**src/crs_pkg.sv**
```systemverilog
`default_nettype none
package crs_pkg;

  // ----------------------------------------------------------------
  // Register offsets (byte addresses, one word each)
  // ----------------------------------------------------------------
  localparam logic [7:0] CRS_OFS_PC    = 8'h00;
  localparam logic [7:0] CRS_OFS_ACC   = 8'h04;
  localparam logic [7:0] CRS_OFS_TMP   = 8'h08;
  localparam logic [7:0] CRS_OFS_IDX   = 8'h0C;
  localparam logic [7:0] CRS_OFS_EXP   = 8'h10;
  localparam logic [7:0] CRS_OFS_SP    = 8'h14;
  localparam logic [7:0] CRS_OFS_PS    = 8'h18;
  localparam logic [7:0] CRS_OFS_OP    = 8'h1C;
  localparam logic [7:0] CRS_OFS_GPR   = 8'h20;
  localparam logic [7:0] CRS_OFS_INTQ  = 8'h24;
  localparam logic [7:0] CRS_OFS_REGN  = 8'h28;
  localparam logic [7:0] CRS_OFS_CFG   = 8'h2C;

  // ----------------------------------------------------------------
  // Field positions
  // ----------------------------------------------------------------
  localparam int CRS_PS_BANK_LSB = 8;   // Upper byte of status word
  localparam int CRS_OP_CODE_LSB = 0;   // Operation code, 3 bits
  localparam int CRS_OP_WORD_BIT = 3;   // 1: 16-bit operation
  localparam int CRS_GPR_NUM_W   = 3;   // Eight registers per bank

  // ----------------------------------------------------------------
  // Reset values
  // ----------------------------------------------------------------
  localparam logic [15:0] CRS_RST_WORD = 16'h0000;
  localparam logic [7:0]  CRS_RST_BANK = 8'h00;
  localparam logic [1:0]  CRS_RST_IL   = 2'h3;

  // ----------------------------------------------------------------
  // Memory map of the 64 Kbyte space
  // ----------------------------------------------------------------
  localparam logic [15:0] CRS_IO_TOP    = 16'h0080;
  localparam logic [15:0] CRS_GPR_BASE  = 16'h0100;
  localparam logic [15:0] CRS_DATA_TOP  = 16'h0480;
  localparam logic [15:0] CRS_PROG_BASE = 16'hC000;
  localparam logic [15:0] CRS_VECT_BASE = 16'hFFC0;

  // ----------------------------------------------------------------
  // Types
  // ----------------------------------------------------------------
  typedef enum logic [2:0] {
    CRS_OP_ADD  = 3'h0,
    CRS_OP_SUB  = 3'h1,
    CRS_OP_CMP  = 3'h2,
    CRS_OP_ROLC = 3'h3,
    CRS_OP_RORC = 3'h4
  } crs_op_type;

  typedef enum logic [2:0] {
    CRS_REG_IO   = 3'h0,
    CRS_REG_DATA = 3'h1,
    CRS_REG_NONE = 3'h3,
    CRS_REG_PROG = 3'h2,
    CRS_REG_VECT = 3'h6
  } crs_region_type;

  // Condition flags, bit 7 down to bit 0
  typedef struct packed {
    logic       half;
    logic       int_en;
    logic [1:0] interrupt_level_mask;
    logic       neg;
    logic       zero;
    logic       ovf;
    logic       carry;
  } crs_flags_type;

  // Result of one flag-unit operation
  typedef struct packed {
    logic [15:0] result;
    logic        write_back;
    logic        half;
    logic        neg;
    logic        zero;
    logic        ovf;
    logic        carry;
  } crs_alu_type;

endpackage
`default_nettype wire

```
**src/crs_regset.sv**
```systemverilog
// Behaviour
// - A 16-bit program counter holds the address of the fetched instruction.
// - A 16-bit accumulator; byte operations use only its low byte.
// - A 16-bit temporary accumulator is the second operand; bytes use its low byte.
// - A 16-bit index register modifies addresses in indexed addressing.
// - A 16-bit extra pointer addresses a memory location.
// - A 16-bit stack pointer points into the stack area.
// - Status word: upper byte is bank select, lower byte condition flags.
// - Half-carry set on carry or borrow between bits 3 and 4.
// - Interrupt enable one permits interrupts; reset clears it.
// - Request serviced only if its level outranks the level mask; 11 is lowest.
// - Negative flag follows the result's most significant bit.
// - Zero flag set for a zero result, cleared otherwise.
// - Overflow flag set on two's-complement overflow, cleared otherwise.
// - Carry flag set on carry or borrow out of bit 7; word operations here take the carry out of bit 15.
// - Shifts put the shifted-out bit into the carry flag.
// - General registers are 8 bits, eight per bank, in data memory.
// - Number of usable banks is a build parameter: 4, 8 or 16.
// - Bank select chooses the bank that supplies the general registers.
// - 64 Kbyte space: I/O lowest, data above, program code near top.
// - Reset and interrupt vectors sit at the top of the program area.
//
// Decided for this implementation: the AHB-Lite interface to the registers and the address map.
`timescale 1ns/1ps
`default_nettype none
module crs_regset #(
  parameter int NUM_BANKS = 16          // Usable register banks
) (
  input  wire logic        clk,         // Core clock, 20 MHz
  input  wire logic        rstn,        // Asynchronous reset
  input  wire logic        hsel,        // Slave select
  input  wire logic [31:0] haddr,       // Byte address
  input  wire logic [1:0]  htrans,      // Transfer type
  input  wire logic        hwrite,      // Write when high
  input  wire logic [2:0]  hsize,       // Transfer size
  input  wire logic [31:0] hwdata,      // Write data
  input  wire logic        hready,      // Bus ready
  output logic [31:0]      hrdata,      // Read data
  output logic             hreadyout,   // Slave ready
  output logic             hresp,       // Always OKAY
  output logic [15:0]      pc_value,    // Program counter
  output logic [15:0]      ps_value,    // Status word
  output logic             int_accept   // Pending request accepted
);
  import crs_pkg::*;

  // ----------------------------------------------------------------
  // Functions
  // ----------------------------------------------------------------
  // Keep the bank pointer inside the banks this build provides
  function automatic logic [7:0] bank_of(input logic [7:0] sel);
    bank_of = sel & 8'(NUM_BANKS - 1);
  endfunction

  // Data memory address of a general register
  function automatic logic [15:0] gpr_addr(input logic [7:0] sel,
                                           input logic [2:0] num);
    gpr_addr = CRS_GPR_BASE + {5'h00, bank_of(sel), 3'h0}
             + {13'h0000, num};
  endfunction

  // Classify an address of the 64 Kbyte space
  function automatic crs_region_type region_of(input logic [15:0] a);
    if (a < CRS_IO_TOP)          region_of = CRS_REG_IO;
    else if (a < CRS_DATA_TOP)   region_of = CRS_REG_DATA;
    else if (a >= CRS_VECT_BASE) region_of = CRS_REG_VECT;
    else if (a >= CRS_PROG_BASE) region_of = CRS_REG_PROG;
    else                         region_of = CRS_REG_NONE;
  endfunction

  // ----------------------------------------------------------------
  // State
  // ----------------------------------------------------------------
  typedef enum logic [1:0] {
    CRS_BUS_IDLE = 2'b00,
    CRS_BUS_WAIT = 2'b01,
    CRS_BUS_DONE = 2'b11
  } crs_bus_type;

  crs_bus_type   bus_reg;
  logic [7:0]    addr_reg;
  logic          wr_reg;
  logic          acc_ok_reg;
  logic [31:0]   rdata_reg;
  logic [15:0]   pc_reg;
  logic [15:0]   acc_reg;
  logic [15:0]   tmp_reg;
  logic [15:0]   idx_reg;
  logic [15:0]   exp_reg;
  logic [15:0]   sp_reg;
  logic [7:0]    bank_select_field_reg;
  crs_flags_type condition_flags_reg;
  logic [4:0]    op_reg;
  logic [2:0]    gpr_num_reg;
  logic [1:0]    req_level_reg;
  logic [15:0]   probe_reg;
  logic          take;
  logic          wr_en;
  crs_alu_type   alu;
  logic [31:0]   rd_mux;

  // ----------------------------------------------------------------
  // Bus address phase
  // ----------------------------------------------------------------
  // Only whole-word single transfers are expected; others are taken
  assign take  = hsel && htrans[1] && hready;
  assign wr_en = (bus_reg == CRS_BUS_DONE) && wr_reg && acc_ok_reg;

  // Latch address phase
  always_ff @(posedge clk or negedge rstn) begin
    if (!rstn) begin
      addr_reg   <= 8'h00;
      wr_reg     <= 1'b0;
      acc_ok_reg <= 1'b0;
    end else if (take) begin
      addr_reg   <= haddr[7:0];
      wr_reg     <= hwrite;
      acc_ok_reg <= (haddr[31:8] == 24'h000000) && (hsize == 3'h2);
    end
  end

  // Writes finish at once; reads take one wait state so that a read
  // right after a write sees the newly written value
  always_ff @(posedge clk or negedge rstn) begin
    if (!rstn) begin
      bus_reg <= CRS_BUS_IDLE;
    end else begin
      unique case (bus_reg)
        CRS_BUS_IDLE: begin
          if (take && !hwrite) begin
            bus_reg <= CRS_BUS_WAIT;
          end else if (take) begin
            bus_reg <= CRS_BUS_DONE;
          end
        end
        CRS_BUS_WAIT: begin
          bus_reg <= CRS_BUS_DONE;
        end
        CRS_BUS_DONE: begin
          if (take && !hwrite) begin
            bus_reg <= CRS_BUS_WAIT;
          end else if (take) begin
            bus_reg <= CRS_BUS_DONE;
          end else begin
            bus_reg <= CRS_BUS_IDLE;
          end
        end
        default: begin
          bus_reg <= CRS_BUS_IDLE;
        end
      endcase
    end
  end

  assign hreadyout = (bus_reg != CRS_BUS_WAIT);
  assign hresp     = 1'b0;
  assign hrdata    = rdata_reg;

  // ----------------------------------------------------------------
  // Flag unit
  // ----------------------------------------------------------------
  crs_flag_unit u_flags (
    .word    (op_reg[CRS_OP_WORD_BIT]),
    .op      (crs_op_type'(op_reg[CRS_OP_CODE_LSB +: 3])),
    .acc_val (acc_reg),
    .tmp_val (tmp_reg),
    .cin     (condition_flags_reg.carry),
    .alu     (alu)
  );

  // ----------------------------------------------------------------
  // Dedicated registers
  // ----------------------------------------------------------------
  // Program counter
  always_ff @(posedge clk or negedge rstn) begin
    if (!rstn) begin
      pc_reg <= CRS_RST_WORD;
    end else if (wr_en && (addr_reg == CRS_OFS_PC)) begin
      pc_reg <= hwdata[15:0];
    end
  end

  // Operation register; a write runs one operation next cycle
  logic op_go_reg;
  always_ff @(posedge clk or negedge rstn) begin
    if (!rstn) begin
      op_reg    <= 5'h00;
      op_go_reg <= 1'b0;
    end else begin
      op_go_reg <= wr_en && (addr_reg == CRS_OFS_OP);
      if (wr_en && (addr_reg == CRS_OFS_OP)) begin
        op_reg <= hwdata[4:0];
      end
    end
  end

  // Accumulator: software load or operation result
  always_ff @(posedge clk or negedge rstn) begin
    if (!rstn) begin
      acc_reg <= CRS_RST_WORD;
    end else if (wr_en && (addr_reg == CRS_OFS_ACC)) begin
      acc_reg <= hwdata[15:0];
    end else if (op_go_reg && alu.write_back) begin
      // Byte results keep the accumulator's upper byte
      if (op_reg[CRS_OP_WORD_BIT]) begin
        acc_reg <= alu.result;
      end else begin
        acc_reg <= {acc_reg[15:8], alu.result[7:0]};
      end
    end
  end

  // Temporary accumulator; second operand of add, subtract and compare
  always_ff @(posedge clk or negedge rstn) begin
    if (!rstn) begin
      tmp_reg <= CRS_RST_WORD;
    end else if (wr_en && (addr_reg == CRS_OFS_TMP)) begin
      tmp_reg <= hwdata[15:0];
    end
  end

  // Index register; only software loads it here
  always_ff @(posedge clk or negedge rstn) begin
    if (!rstn) begin
      idx_reg <= CRS_RST_WORD;
    end else if (wr_en && (addr_reg == CRS_OFS_IDX)) begin
      idx_reg <= hwdata[15:0];
    end
  end

  // Extra pointer
  always_ff @(posedge clk or negedge rstn) begin
    if (!rstn) begin
      exp_reg <= CRS_RST_WORD;
    end else if (wr_en && (addr_reg == CRS_OFS_EXP)) begin
      exp_reg <= hwdata[15:0];
    end
  end

  // Stack pointer; no stack traffic in this block, so loads only
  always_ff @(posedge clk or negedge rstn) begin
    if (!rstn) begin
      sp_reg <= CRS_RST_WORD;
    end else if (wr_en && (addr_reg == CRS_OFS_SP)) begin
      sp_reg <= hwdata[15:0];
    end
  end

  // ----------------------------------------------------------------
  // Status word
  // ----------------------------------------------------------------
  // Bank select in the upper byte
  always_ff @(posedge clk or negedge rstn) begin
    if (!rstn) begin
      bank_select_field_reg <= CRS_RST_BANK;
    end else if (wr_en && (addr_reg == CRS_OFS_PS)) begin
      bank_select_field_reg <= hwdata[CRS_PS_BANK_LSB +: 8];
    end
  end

  // Condition flags; an operation result wins over nothing else since
  // the operation always lands one cycle after its own bus write
  always_ff @(posedge clk or negedge rstn) begin
    if (!rstn) begin
      condition_flags_reg                      <= '0;
      condition_flags_reg.int_en               <= 1'b0;
      condition_flags_reg.interrupt_level_mask <= CRS_RST_IL;
    end else if (wr_en && (addr_reg == CRS_OFS_PS)) begin
      condition_flags_reg <= crs_flags_type'(hwdata[7:0]);
    end else if (op_go_reg) begin
      condition_flags_reg.half  <= alu.half;
      condition_flags_reg.neg   <= alu.neg;
      condition_flags_reg.zero  <= alu.zero;
      condition_flags_reg.carry <= alu.carry;
      condition_flags_reg.ovf   <= alu.ovf;
    end
  end

  // ----------------------------------------------------------------
  // Bank access, interrupt gate and memory map probe
  // ----------------------------------------------------------------
  // Register number, request level and probe address
  always_ff @(posedge clk or negedge rstn) begin
    if (!rstn) begin
      gpr_num_reg   <= 3'h0;
      req_level_reg <= CRS_RST_IL;
      probe_reg     <= CRS_RST_WORD;
    end else if (wr_en) begin
      if (addr_reg == CRS_OFS_GPR)  gpr_num_reg   <= hwdata[CRS_GPR_NUM_W-1:0];
      if (addr_reg == CRS_OFS_INTQ) req_level_reg <= hwdata[1:0];
      if (addr_reg == CRS_OFS_REGN) probe_reg     <= hwdata[15:0];
    end
  end

  // A lower code outranks a higher one; level 3 never passes mask 3
  always_ff @(posedge clk or negedge rstn) begin
    if (!rstn) begin
      int_accept <= 1'b0;
    end else begin
      int_accept <= condition_flags_reg.int_en
        && (req_level_reg < condition_flags_reg.interrupt_level_mask);
    end
  end

  // ----------------------------------------------------------------
  // Read path
  // ----------------------------------------------------------------
  // Read multiplexer; unmapped offsets read zero
  always_comb begin
    rd_mux = 32'h00000000;
    unique case (addr_reg)
      CRS_OFS_PC:   rd_mux = {16'h0000, pc_reg};
      CRS_OFS_ACC:  rd_mux = {16'h0000, acc_reg};
      CRS_OFS_TMP:  rd_mux = {16'h0000, tmp_reg};
      CRS_OFS_IDX:  rd_mux = {16'h0000, idx_reg};
      CRS_OFS_EXP:  rd_mux = {16'h0000, exp_reg};
      CRS_OFS_SP:   rd_mux = {16'h0000, sp_reg};
      CRS_OFS_PS:   rd_mux = {16'h0000, ps_value};
      CRS_OFS_OP:   rd_mux = {27'h0000000, op_reg};
      // Bank select picks which bank the register number lands in
      CRS_OFS_GPR:  rd_mux = {16'h0000,
                              gpr_addr(bank_select_field_reg, gpr_num_reg)};
      CRS_OFS_INTQ: rd_mux = {29'h00000000, int_accept, req_level_reg};
      CRS_OFS_REGN: rd_mux = {13'h0000, region_of(probe_reg), probe_reg};
      CRS_OFS_CFG:  rd_mux = 32'(NUM_BANKS);
      default:      rd_mux = 32'h00000000;
    endcase
  end

  // Read data is loaded in the wait state and held until the next read
  always_ff @(posedge clk or negedge rstn) begin
    if (!rstn) begin
      rdata_reg <= 32'h00000000;
    end else if (bus_reg == CRS_BUS_WAIT) begin
      rdata_reg <= acc_ok_reg ? rd_mux : 32'h00000000;
    end
  end

  // ----------------------------------------------------------------
  // Status outputs
  // ----------------------------------------------------------------
  assign pc_value = pc_reg;
  assign ps_value = {bank_select_field_reg, condition_flags_reg};

endmodule // crs_regset
`default_nettype wire

```
**src/crs_flag_unit.sv**
```systemverilog
`timescale 1ns/1ps
`default_nettype none
module crs_flag_unit (
  input  wire logic                word,     // 1: 16-bit operation
  input  wire crs_pkg::crs_op_type op,       // Operation
  input  wire logic [15:0]         acc_val,  // First operand
  input  wire logic [15:0]         tmp_val,  // Second operand
  input  wire logic                cin,      // Current carry flag
  output crs_pkg::crs_alu_type     alu       // Result and flags
);
  import crs_pkg::*;

  logic [15:0] a_m;
  logic [15:0] t_m;
  logic [16:0] full;
  logic [4:0]  low;
  logic        sa;
  logic        st;
  logic        msb;

  // ----------------------------------------------------------------
  // Operand masking and arithmetic
  // ----------------------------------------------------------------
  // Byte operations look at the low bytes only
  always_comb begin
    a_m = word ? acc_val : {8'h00, acc_val[7:0]};
    t_m = word ? tmp_val : {8'h00, tmp_val[7:0]};
    sa  = word ? a_m[15] : a_m[7];
    st  = word ? t_m[15] : t_m[7];
    if ((op == CRS_OP_SUB) || (op == CRS_OP_CMP)) begin
      full = {1'b0, a_m} - {1'b0, t_m};
      low  = {1'b0, a_m[3:0]} - {1'b0, t_m[3:0]};
    end else begin
      full = {1'b0, a_m} + {1'b0, t_m};
      low  = {1'b0, a_m[3:0]} + {1'b0, t_m[3:0]};
    end
  end

  // ----------------------------------------------------------------
  // Result and flags
  // ----------------------------------------------------------------
  always_comb begin
    alu            = '0;
    alu.write_back = (op != CRS_OP_CMP);
    alu.half       = low[4];
    unique case (op)
      CRS_OP_ROLC: begin
        alu.result = word ? {a_m[14:0], cin} : {8'h00, a_m[6:0], cin};
        alu.carry  = sa;
        alu.half   = 1'b0;
      end
      CRS_OP_RORC: begin
        alu.result = word ? {cin, a_m[15:1]} : {8'h00, cin, a_m[7:1]};
        alu.carry  = a_m[0];
        alu.half   = 1'b0;
      end
      CRS_OP_SUB, CRS_OP_CMP: begin
        alu.result = word ? full[15:0] : {8'h00, full[7:0]};
        alu.carry  = word ? full[16] : full[8];
        alu.ovf    = (sa != st) && ((word ? full[15] : full[7]) != sa);
      end
      default: begin
        alu.result = word ? full[15:0] : {8'h00, full[7:0]};
        alu.carry  = word ? full[16] : full[8];
        alu.ovf    = (sa == st) && ((word ? full[15] : full[7]) != sa);
      end
    endcase
    msb      = word ? alu.result[15] : alu.result[7];
    alu.neg  = msb;
    alu.zero = (alu.result == 16'h0000);
  end

endmodule // crs_flag_unit
`default_nettype wire

```
**config.mk**
```make
export PLATFORM = sky130hd
export DESIGN_NAME = crs_regset
export DESIGN_NICKNAME = d
export VERILOG_FILES = /design/src/crs_pkg.sv /design/src/crs_regset.sv /design/src/crs_flag_unit.sv
export SDC_FILE = /design/constraint.sdc
export NUM_CORES = 1
export LEC_CHECK = 0
export BUFFER_PORTS_ARGS = -buffer_cell sky130_fd_sc_hd__buf_2
export CAP_MARGIN = 20
export CORE_ASPECT_RATIO = 1.5
export CORE_MARGIN = 8
export CORE_UTILIZATION = 26
export DETAILED_ROUTE_END_ITERATION = 6
export GPL_TIMING_DRIVEN = 0
export SYNTH_ARGS = -nofsm -noshare
export SYNTH_HDL_FRONTEND = slang
export SYNTH_SLANG_ARGS = --single-unit
```
**constraint.sdc**
```tcl
create_clock -name clk -period 3.6 [get_ports clk]
set_input_delay 0.36 -clock clk [delete_from_list [all_inputs] [get_ports clk]]
set_output_delay 0.36 -clock clk [all_outputs]
set_load 0.05 [all_outputs]
```
# Word-level counts from Yosys, hierarchy flattened

Index checks and enable logic that the tools add are counted.

Input bits: 74
RAM bits: 0
Bits in registers: 184
Latch bits: 0
Memory bits (read-only): 0
Memories kept: 0

Divide/modulo/power cells: 0
Reduce and logical (&&, ||, !) cells: 33
Multipliers: 0
$add $sub $neg: 6
Mux-type cells: 34
Equal/unequal tests: 24
Shifts and indexed selects: 0
Bitwise operators: 0
Order comparisons: 5

Operator list:

| kind                   | count |
|---|---|
| $pmux W19 S12          | 1 |
| $mux W16               | 8 |
| $eq A8 B5 Y1 const B   | 4 |
| $eq A8 B6 Y1 const B   | 4 |
| $ge A16 B16 Y1 const B | 2 |
| $mux W32               | 1 |
| $pmux W16 S2           | 1 |
| $logic_not A24 Y1      | 1 |
| $logic_and A1 B1 Y1    | 18 |
| $add A16 B16 Y17       | 1 |
| $mux W17               | 1 |
| $sub A16 B16 Y17       | 1 |
| $eq A8 B4 Y1 const B   | 2 |
| $logic_not A16 Y1      | 1 |
| $lt A16 B11 Y1 const B | 1 |
| $lt A16 B8 Y1 const B  | 1 |
| $add A10 B3 Y11        | 1 |
| $add A9 B7 Y10 const A | 1 |
| $eq A3 B2 Y1 const B   | 3 |
| $mux W1                | 9 |
| $mux W3                | 3 |
| $eq A8 B3 Y1 const B   | 1 |
| $logic_not A8 Y1       | 1 |
| $mux W2                | 4 |
| other kinds (22)       | 31 |

# Longest topological paths before layout

Gate-level depths: netlist of the first run.

Depth in word-level cells: 9
Mapped depth: 18

# Modules after synthesis

From an unflattened synthesis of the first run, not the netlist that was laid out.

Cell total of the unflattened synthesis: 926
Area, all modules: 9973.3 um^2

By module, submodules not included:

| module        | cells an instance | times used | area each (um^2) |
|---|---|---|---|
| crs_regset    | 664               | 1          | 8252.9 |
| crs_flag_unit | 262               | 1          | 1720.4 |

# Worst setup path before layout of the first run

Ideal clock, no wire load.

Path kind: flip-flop to flip-flop
From: register op_reg[0]
To: register acc_reg[9]
Data arrival time: 3280 ps
Data required time: 3475 ps
Period minus slack after synthesis: 3405 ps
Setup time: 125 ps
Path buffers: 2
Cell stages (with the launch flop): 16
Path slack: 195 ps
Cell sequence: dfrtp_1 -> buf_2 -> xor2_1 -> and2_0 -> clkbuf_1 -> a31oi_1 -> xnor2_1 -> ha_1 -> o21ai_0 -> or3b_4 -> a31oi_4 -> nor2_1 -> xnor2_1 -> a222oi_1 -> o21ai_0 -> mux2_2

Longest elaborated chain between the ends: 8
Elaborated cells between the ends (all ways): 15
Classes of those cells: eq/ne: 5; mux: 6; reduce/logical: 4

Ends and longest elaborated chain:

| item                                         | line                                     | source |
|---|---|---|
| from (decl)                                  | crs_regset.sv:93                         | `logic [4:0] op_reg;` |
| from (signal assigned)                       | crs_regset.sv:192                        | `op_reg <= hwdata[4:0];` |
| $eq A3 B1 Y1 or $eq A3 B2 Y1 (tied branches) | crs_flag_unit.sv:30, crs_flag_unit.sv:46 |  |
| $logic_or A1 B1 Y1                           | crs_flag_unit.sv:30                      | `if ((op == CRS_OP_SUB) \|\| (op == CRS_OP_CMP)) begin` |
| $mux W17                                     | crs_flag_unit.sv:30                      |  |
| $mux W16                                     | crs_flag_unit.sv:58, crs_flag_unit.sv:63 |  |
| $pmux W16 S2                                 | crs_flag_unit.sv:46                      | `unique case (op)` |
| $mux W16                                     | crs_regset.sv:205                        | `if (op_reg[CRS_OP_WORD_BIT]) begin` |
| $mux W16                                     | crs_regset.sv:203                        | `end else if (op_go_reg && alu.write_back) begin` |
| $mux W16                                     | crs_regset.sv:201                        | `end else if (wr_en && (addr_reg == CRS_OFS_ACC)) begin` |
| to (signal assigned)                         | crs_regset.sv:202                        | `acc_reg <= hwdata[15:0];` |
| to (signal assigned)                         | crs_regset.sv:206                        | `acc_reg <= alu.result;` |
| to (signal assigned)                         | crs_regset.sv:208                        | `acc_reg <= {acc_reg[15:8], alu.result[7:0]};` |
| to (decl)                                    | crs_regset.sv:86                         | `logic [15:0] acc_reg;` |

Several ways; a longest one is shown, not always the timed one. The select of a mux whose other input is x is not followed.
A chain may end at the register's enable or synchronous reset.

# Worst setup path after layout of the first run

From: register op_reg[1]
To: register condition_flags_reg, in the netlist ps_value[2]

Longest elaborated chain between the ends: 8
Elaborated cells between the ends (all ways): 11
Classes of those cells: eq/ne: 4; mux: 5; reduce/logical: 2

Ends and longest elaborated chain:

| item                                         | line                                     | source |
|---|---|---|
| $eq A3 B1 Y1 or $eq A3 B2 Y1 (tied branches) | crs_flag_unit.sv:30, crs_flag_unit.sv:46 |  |
| $logic_or A1 B1 Y1                           | crs_flag_unit.sv:30                      |  |
| $mux W17                                     | crs_flag_unit.sv:30                      |  |
| $mux W16                                     | crs_flag_unit.sv:58, crs_flag_unit.sv:63 |  |
| $pmux W16 S2 *                               | crs_flag_unit.sv:46                      |  |
| $logic_not A16 Y1 *                          | crs_flag_unit.sv:70                      | `alu.zero = (alu.result == 16'h0000);` |
| $mux W4 *                                    | crs_regset.sv:270                        | `end else if (op_go_reg) begin` |
| $mux W4 *                                    | crs_regset.sv:268                        | `end else if (wr_en && (addr_reg == CRS_OFS_PS)) begin` |
| to (signal assigned)                         | crs_regset.sv:269                        | `condition_flags_reg <= crs_flags_type'(hwdata[7:0]);` |
| to (decl)                                    | crs_regset.sv:92                         | `crs_flags_type condition_flags_reg;` |

Every way passes the cells marked *; elsewhere a longest branch is shown, timed or not. The select of a mux whose other input is x is not followed.

==> results by group, run 1 <==
Power
  • Max IR drop VDD: 0.000365 V
  • Static leakage: 5.08 nW
  • Total power divided by cell area: 396 mW/mm2

Logic synthesis
  • Synthesis-stage register bit count: 171
  • Post-synthesis area per instance: 10.4 um2
  • Top-count cell post-synth: dfrtp_1
  • Cell variety after synth: 81
  • Most frequent cells after synthesis: dfrtp_1, mux2_2, nand2_1
  • Number of enable-type register cells in the synthesized netlist: 0
  • Portion of the post-synthesis area used by sequential elements: 0.445
  • Area share of the leading cell type in the synthesized netlist: 0.434
  • Top post-synthesis cells by area: dfrtp_1, mux2_2, nand2_1
  • Cells after Synth: 924
  • Total number of yosys warnings: 0
  • Top cell type by total area after synthesis: dfrtp_1
  • Share of async-settable or async-resettable flops after synthesis: 1.00
  • Prevailing post-synth register cell: dfrtp_1
  • Total standard cell area after synthesis: 0.00963 mm2

Critical path
  • Depth of the worst register-to-register path: 14
  • R2r startpoint: op_reg[1]
  • Kind of capture point of the worst setup path: register
  • Cells traversed along the worst timing path: xor2_4 -> nand2_4 -> clkbuf_16 -> a21o_1 -> buf_4 -> fa_2 -> xnor2_1 -> a311oi_2 -> nand3_1 -> nor3_2 -> o2111ai_2 -> nor4_4 -> nand4_1 -> o31ai_2
  • Slack of the worst reg-to-reg path: 100 ps
  • Critical register-to-register path endpoint: ps_value[2]
  • Slowest Stage Delay on Critical Path: 450 ps
  • Type of element launching the critical path: register
  • Slowest CP cell: dfrtp_2
  • Type of the setup path with the least slack: register to register
  • CP Data Required Time: 3940 ps
  • Critical-path maximum fanout: 5
  • Crit path arrival time: 3840 ps

Finish
  • Area taken by flip-flops and latches: 0.00429 mm2
  • Growth of design area from synthesis to finish: 25.1%
  • Number of flip-flops in the largest register: 19
  • Area of the multi-input gates: 0.00530 mm2
  • Final nets: 1187
  • Layout filler cell count: 3677
  • Share of post-route cells with drive strength above 1: 0.354
  • Share of the core filled with cells: 0.328
  • Ant. Diodes: 0

Die
  • Die area: 0.0436 mm2
  • Std-Cell Core Area: 0.0367 mm2
  • Die Width: 173 um
  • Top-level port count: 141
  • Row count: 86
  • Initial cell density of the core: 0.262
  • Die extent in y: 252 um

GRT
  • Number of global-route vias before repair: 8567
  • Overflow left after global routing: 0
  • First-pass GRT wire length: 51.4 mm
  • Global-route usage over all layers: 0.153
  • Pin count of the biggest net entering global routing: 120
  • Initial antenna violation count: 0

Clocking
  • CTS tree: yes
  • Number of H-tree levels: 4
  • Clk slew on worst S/H paths: 70 ps
  • Latest clock arrival within the worst-skew pair: 450 ps
  • Total clock buffers created by CTS: 17
  • Buffer type at the clock tree root: clkbuf_16
  • TritonCTS sink count: 171
  • Number of buffers on the longest clock path: 2

Outcome
  • Run status: finished clean

Drt
  • Via density per instance: 5.26
  • Total number of vias: 8365
  • First-iteration detailed-routing DRC count: 563
  • Total wire length after detailed routing: 33.8 mm
  • Post-detailed-route count of antenna-violating nets: 0
  • Wire length per cell after detailed routing: 21.3 um
  • First-pass iteration count of the detailed router: 5
  • Post-route DRC violation count: 0

Hold path
  • Worst min path class: input port to register
  • Worst hold start: haddr[6]
  • Hold Path Sink: addr_reg[6]
  • Cell count of the worst hold path: 2

STA
  • Worst hold slack across all endpoints: 146 ps
  • Setup repair after global routing missed its margin: yes
  • Max-slew violation total from the final report: 0
  • Fin. Hold Viols: 0
  • Final setup violating endpoints: 0
  • Timing-limited maximum frequency: 0.285 GHz
  • Layout Skew: 7.46 ps
  • Tmin final: 3500 ps
  • Actual slew at the worst max-slew pin: 903 ps
  • Worst max-slew margin expressed relative to the limit: 0.398
  • Final critical-path share of the clock period: 0.973

Place
  • DPL Wire Length: 25.6 mm
  • Weighted congestion reported at the end of routability-driven placement: 0.906
  • Port-buffer cells: 106

Flow run
  • Max Cap Violations: 0
cell families (layout without fill, tap and decap cells):
kind of cell,count (synthesis),after routing,synth area share
AND/OR/NAND/NOR,264,264,0.139
AO/OA/AOI/OAI,242,242,0.186
flip-flops,171,171,0.445
multiplexers,120,120,0.140
buffers and inverters,81,251,0.0400
XOR/XNOR,26,26,0.0244
adder cells (fa/ha/maj),19,19,0.0255
other,1,14,0.000389
timing repair:
action                     4_1_cts  5_1_grt
setup endpoints to repair       14        8
hold endpoints to repair        52        0
cloned                           0        1
buffers inserted                25        7
pin swaps                       24       20
resized for setup               48       41
hold buffers                     1        0
per-layer routing:
metal,part of all wire,track usage
met1,0.38,0.163
met2,0.52,0.282
met3,0.036,0.0233
met4,0.055,0.0914
met5,0,0
power by group:
part | internal (mW) | total, mW | switching, mW
clock network | 1.03 | 1.87 | 0.838
registers | 2.01 | 2.11 | 0.0971
logic | 0.297 | 0.787 | 0.490
total | 3.34 | 4.77 | 1.43
worst max path at each step:
stage	to	start	cells past startpoint	slack, ps
floorplan	acc_reg[9]	op_reg[0]	15	190
global placement	ps_value[2]	op_reg[0]	15	-910
detailed placement	ps_value[2]	op_reg[0]	15	-800
CTS	ps_value[2]	op_reg[0]	15	-8
global route	ps_value[0]	tmp_reg[2]	17	-50
finish	ps_value[2]	op_reg[1]	14	100
per-stage QoR:
stage | total power [mW] | setup slack, ps | instance area, um2 | setup TNS, ps | instances
after floorplan | 2.58 | 195 | 9680 | 0 | 937
after CTS | 4.75 | -7.69 | 11800 | -7.69 | 1586
final | 4.77 | 95.5 | 12000 | 0 | 1591
after detailed placement | 2.85 | -803 | 10900 | -5810 | 1528
after global routing | 4.94 | -48.2 | 12000 | -126 | 1591
after global placement | 2.83 | -913 | 10800 | -88200 | 1527
area by class of cell:
type                            instances  share of cell area
Multi-Input combinational cell        685               0.440
Clock buffer                           17              0.0353
Inverter                               17             0.00530
Buffer                                 61              0.0300
Tap cell                              484              0.0503
Timing Repair Buffer                  141              0.0698
Sequential cell                       171               0.356
Clock inverter                         15              0.0136
critical path: cells and delay by family, from the launching register on:
kind	cells	cell delay (ps)
AO/OA/AOI/OAI	4	900
XOR/XNOR	2	360
adder cells (fa/ha/maj)	1	360
buffers and inverters	2	330
flip-flops	1	450
AND/OR/NAND/NOR	5	980
placed cells by master (no fill, tap or decap), types with 5 or more instances in the layout:
master,count
o211ai_1,5
nor3_1,5
a221oi_1,14
clkbuf_1,25
nand3b_1,6
nand3_1,21
a211oi_1,5
a21o_1,9
a22oi_1,46
a21oi_1,30
a222oi_1,8
nor2_1,39
and2_1,8
buf_4,45
o21ai_1,7
or4_1,5
nand4_1,14
buf_2,117
nand2_1,100
dfrtp_1,162
xnor2_1,12
inv_1,14
dfrtp_2,5
mux2_2,106
clkbuf_16,19
nor2_2,13
o21a_1,6
conb_1,14
buf_6,5
ha_1,12
a31oi_1,6
mux2_1,7
nor4_1,6
xor2_1,9
o21ai_0,38
mux2i_1,6
a22o_1,27
Note: power is estimated with default switching activity, not from simulation.
==> inputs of run 2 (changes only) <==
--- a/config.mk
+++ b/config.mk
@@ -7,11 +7,15 @@
 export LEC_CHECK = 0
 export BUFFER_PORTS_ARGS = -buffer_cell sky130_fd_sc_hd__buf_2
 export CAP_MARGIN = 20
+export CELL_PAD_IN_SITES_DETAIL_PLACEMENT = 0
+export CELL_PAD_IN_SITES_GLOBAL_PLACEMENT = 1
 export CORE_ASPECT_RATIO = 1.5
 export CORE_MARGIN = 8
 export CORE_UTILIZATION = 26
 export DETAILED_ROUTE_END_ITERATION = 6
 export GPL_TIMING_DRIVEN = 0
+export MAX_ROUTING_LAYER = met4
+export PLACE_DENSITY_LB_ADDON = 0.1
 export SYNTH_ARGS = -nofsm -noshare
 export SYNTH_HDL_FRONTEND = slang
 export SYNTH_SLANG_ARGS = --single-unit
==> results by group, run 2 (synthesis gave the netlist of run 1 again) <==
Outcome
  • Run status: finished clean

Drt
  • Routed met3 length: 1.33 mm
  • Met2 wire len: 20.5 mm
  • Via density per instance: 5.12
  • Wire length per cell after detailed routing: 24.3 um
  • Total wire length after detailed routing: 38.5 mm
  • First-iteration detailed-routing DRC count: 519
  • Post-detailed-route count of antenna-violating nets: 0
  • Total number of vias: 8120
  • First-pass iteration count of the detailed router: 6
  • Post-route DRC violation count: 0
  • Max layer used: met4
  • Metal1 wirelength: 15.5 mm

STA
  • Max-slew violation total from the final report: 0
  • Fin. Hold Viols: 0
  • Post-layout worst setup margin: 52.2 ps
  • Worst max-slew margin expressed relative to the limit: 0.372
  • Layout Skew: 9.40 ps
  • Setup TNS: 0 ps
  • Tmin final: 3550 ps
  • Setup repair after global routing missed its margin: yes
  • Final setup violating endpoints: 0
  • Final critical-path share of the clock period: 0.986
  • Actual slew at the worst max-slew pin: 941 ps
  • Timing-limited maximum frequency: 0.282 GHz

Clocking
  • Number of buffers on the longest clock path: 2
  • Number of H-tree levels: 4
  • Latest clock arrival within the worst-skew pair: 450 ps
  • Total clock buffers created by CTS: 17
  • Buffer type at the clock tree root: clkbuf_16
  • TritonCTS sink count: 171
  • Clk slew on worst S/H paths: 60 ps
  • CTS tree: yes

Die
  • Die area: 0.0436 mm2
  • Die extent in y: 252 um
  • Row count: 86
  • Std-Cell Core Area: 0.0367 mm2
  • Top-level port count: 141
  • Initial cell density of the core: 0.262
  • Die Width: 173 um

Power
  • Clock Power Share: 0.395
  • Sw power: 1.39 mW
  • Internal: 3.41 mW
  • Final Power: 4.79 mW
  • Max IR drop VDD: 0.000250 V
  • Share of total power in sequential cells: 0.441
  • Total power divided by cell area: 400 mW/mm2
  • Static leakage: 5.05 nW
  • Relative contribution of combinational cells to total power: 0.164
  • Switching Fraction: 0.289

Hold path
  • Worst hold start: haddr[5]
  • Hold Path Sink: addr_reg[5]
  • Worst min path class: input port to register
  • Cell count of the worst hold path: 2

Finish
  • Leading cell type in the layout, fill and taps excluded: dfrtp_1
  • Growth of design area from synthesis to finish: 24.6%
  • Layout filler cell count: 3774
  • Final Non-Filler Cells: 1585
  • Commonest cells after routing, fill and taps aside: dfrtp_1, buf_2, mux2_2, nand2_1, a22oi_1
  • Share of post-route cells with drive strength above 1: 0.352
  • Ant. Diodes: 0
  • Number of flip-flops in the largest register: 19
  • Final nets: 1182

Place
  • Port-buffer cells: 106
  • Placed instance count: 1528
  • DPL Wire Length: 28.9 mm
  • Weighted congestion reported at the end of routability-driven placement: 0.815
  • Dpl ws: -874 ps

GRT
  • Number of global-route vias before repair: 8454
  • First-pass GRT wire length: 56.7 mm
  • Initial antenna violation count: 0
  • Global-route usage over all layers: 0.180
  • Pin count of the biggest net entering global routing: 102
  • Overflow left after global routing: 0

Critical path
  • R2r startpoint: tmp_reg[3]
  • Critical register-to-register path endpoint: ps_value[0]
  • Slowest CP cell: dfrtp_2
  • Type of element launching the critical path: register
  • Type of the setup path with the least slack: register to register
  • Crit path arrival time: 3860 ps
  • Kind of capture point of the worst setup path: register
  • Cells traversed along the worst timing path: nor3_2 -> nand3_2 -> nor2_2 -> nand2_2 -> nor3_2 -> o21ai_1 -> o21ai_1 -> a21oi_2 -> ha_1 -> buf_6 -> a21o_1 -> nor2_2 -> a21oi_2 -> or4_1 -> o22ai_2 -> mux2_4 -> o22ai_4 -> o21ai_1
  • Depth of the worst register-to-register path: 18
  • Cell family contributing the most delay on the critical path: simple AND/OR/NAND/NOR gates
  • Critical-path maximum fanout: 7
  • Slowest Stage Delay on Critical Path: 430 ps
  • Buffers plus inverters on the worst setup path: 1
  • CP Data Required Time: 3910 ps
  • Slack of the worst reg-to-reg path: 50 ps
  • Most repeated library cell on the critical path: o21ai_1

Flow run
  • Max Cap Violations: 0
==> run 2: cell count changes in the layout (fill, tap and decap cells not counted), moves of 3 or more <==
cell	change
clkbuf_8	+6
a21oi_2	+4
nor2_4	+3
ha_4	-3
dfrtp_2	+4
inv_6	-4
dfrtp_1	-4
o21ai_1	+3
a21oi_1	-4
ha_2	+4
==> run 2: cell type report <==
cell class	count	area, um2	area share
flip-flops and latches	171	4300	0.358
clock buffers	24	502	0.0418
repair buffers	136	806	0.0672
plain buffers	61	348	0.0290
well taps	484	606	0.0505
multi-input cells	685	5280	0.440
clock inverters	7	87.6	0.00730
inverters	17	67.6	0.00563
==> run 2: power by group through the flow <==
stage / Combinational (mW) / Sequential, mW / Clock, mW
after floorplan: 0.438 / 2.14 / 0
after global placement: 0.729 / 2.15 / 0
after detailed placement: 0.733 / 2.15 / 0
after CTS: 0.755 / 2.11 / 1.95
after global routing: 0.856 / 2.13 / 2.01
final: 0.785 / 2.11 / 1.90
==> run 2: per-stage QoR <==
stage	util	cell area (um2)	hold WS, ps
after floorplan	-	9680	64.4
after global placement	0.295	10800	464
after detailed placement	0.296	10900	375
after CTS	0.318	11700	123
after global routing	0.327	12000	126
final	0.327	12000	146
==> run 2: worst max path at each step <==
stage / slack [ps] / to / startpoint / cells past startpoint
global route: -180 / ps_value[2] / op_reg[0] / 17
global placement: -930 / ps_value[0] / op_reg[0] / 15
floorplan: 190 / acc_reg[9] / op_reg[0] / 15
detailed placement: -870 / ps_value[0] / op_reg[0] / 17
finish: 50 / ps_value[0] / tmp_reg[3] / 18
CTS: 1 / ps_value[0] / tmp_reg[1] / 16
==> run 2: routing by layer <==
metal  vias up  GRT usage
li1       3763          -
met1      4096      0.197
met2       212      0.328
met3        49     0.0244
met4         0     0.0645
met5         -          -
==> run 2: what timing repair did <==
item	4_1_cts	5_1_grt
endpoints found under the hold margin	68	0
setup buffers	9	18
pin swaps	12	21
gates cloned	0	1
hold buffers	1	0
endpoints found under the setup margin	15	12
resized for setup	47	49
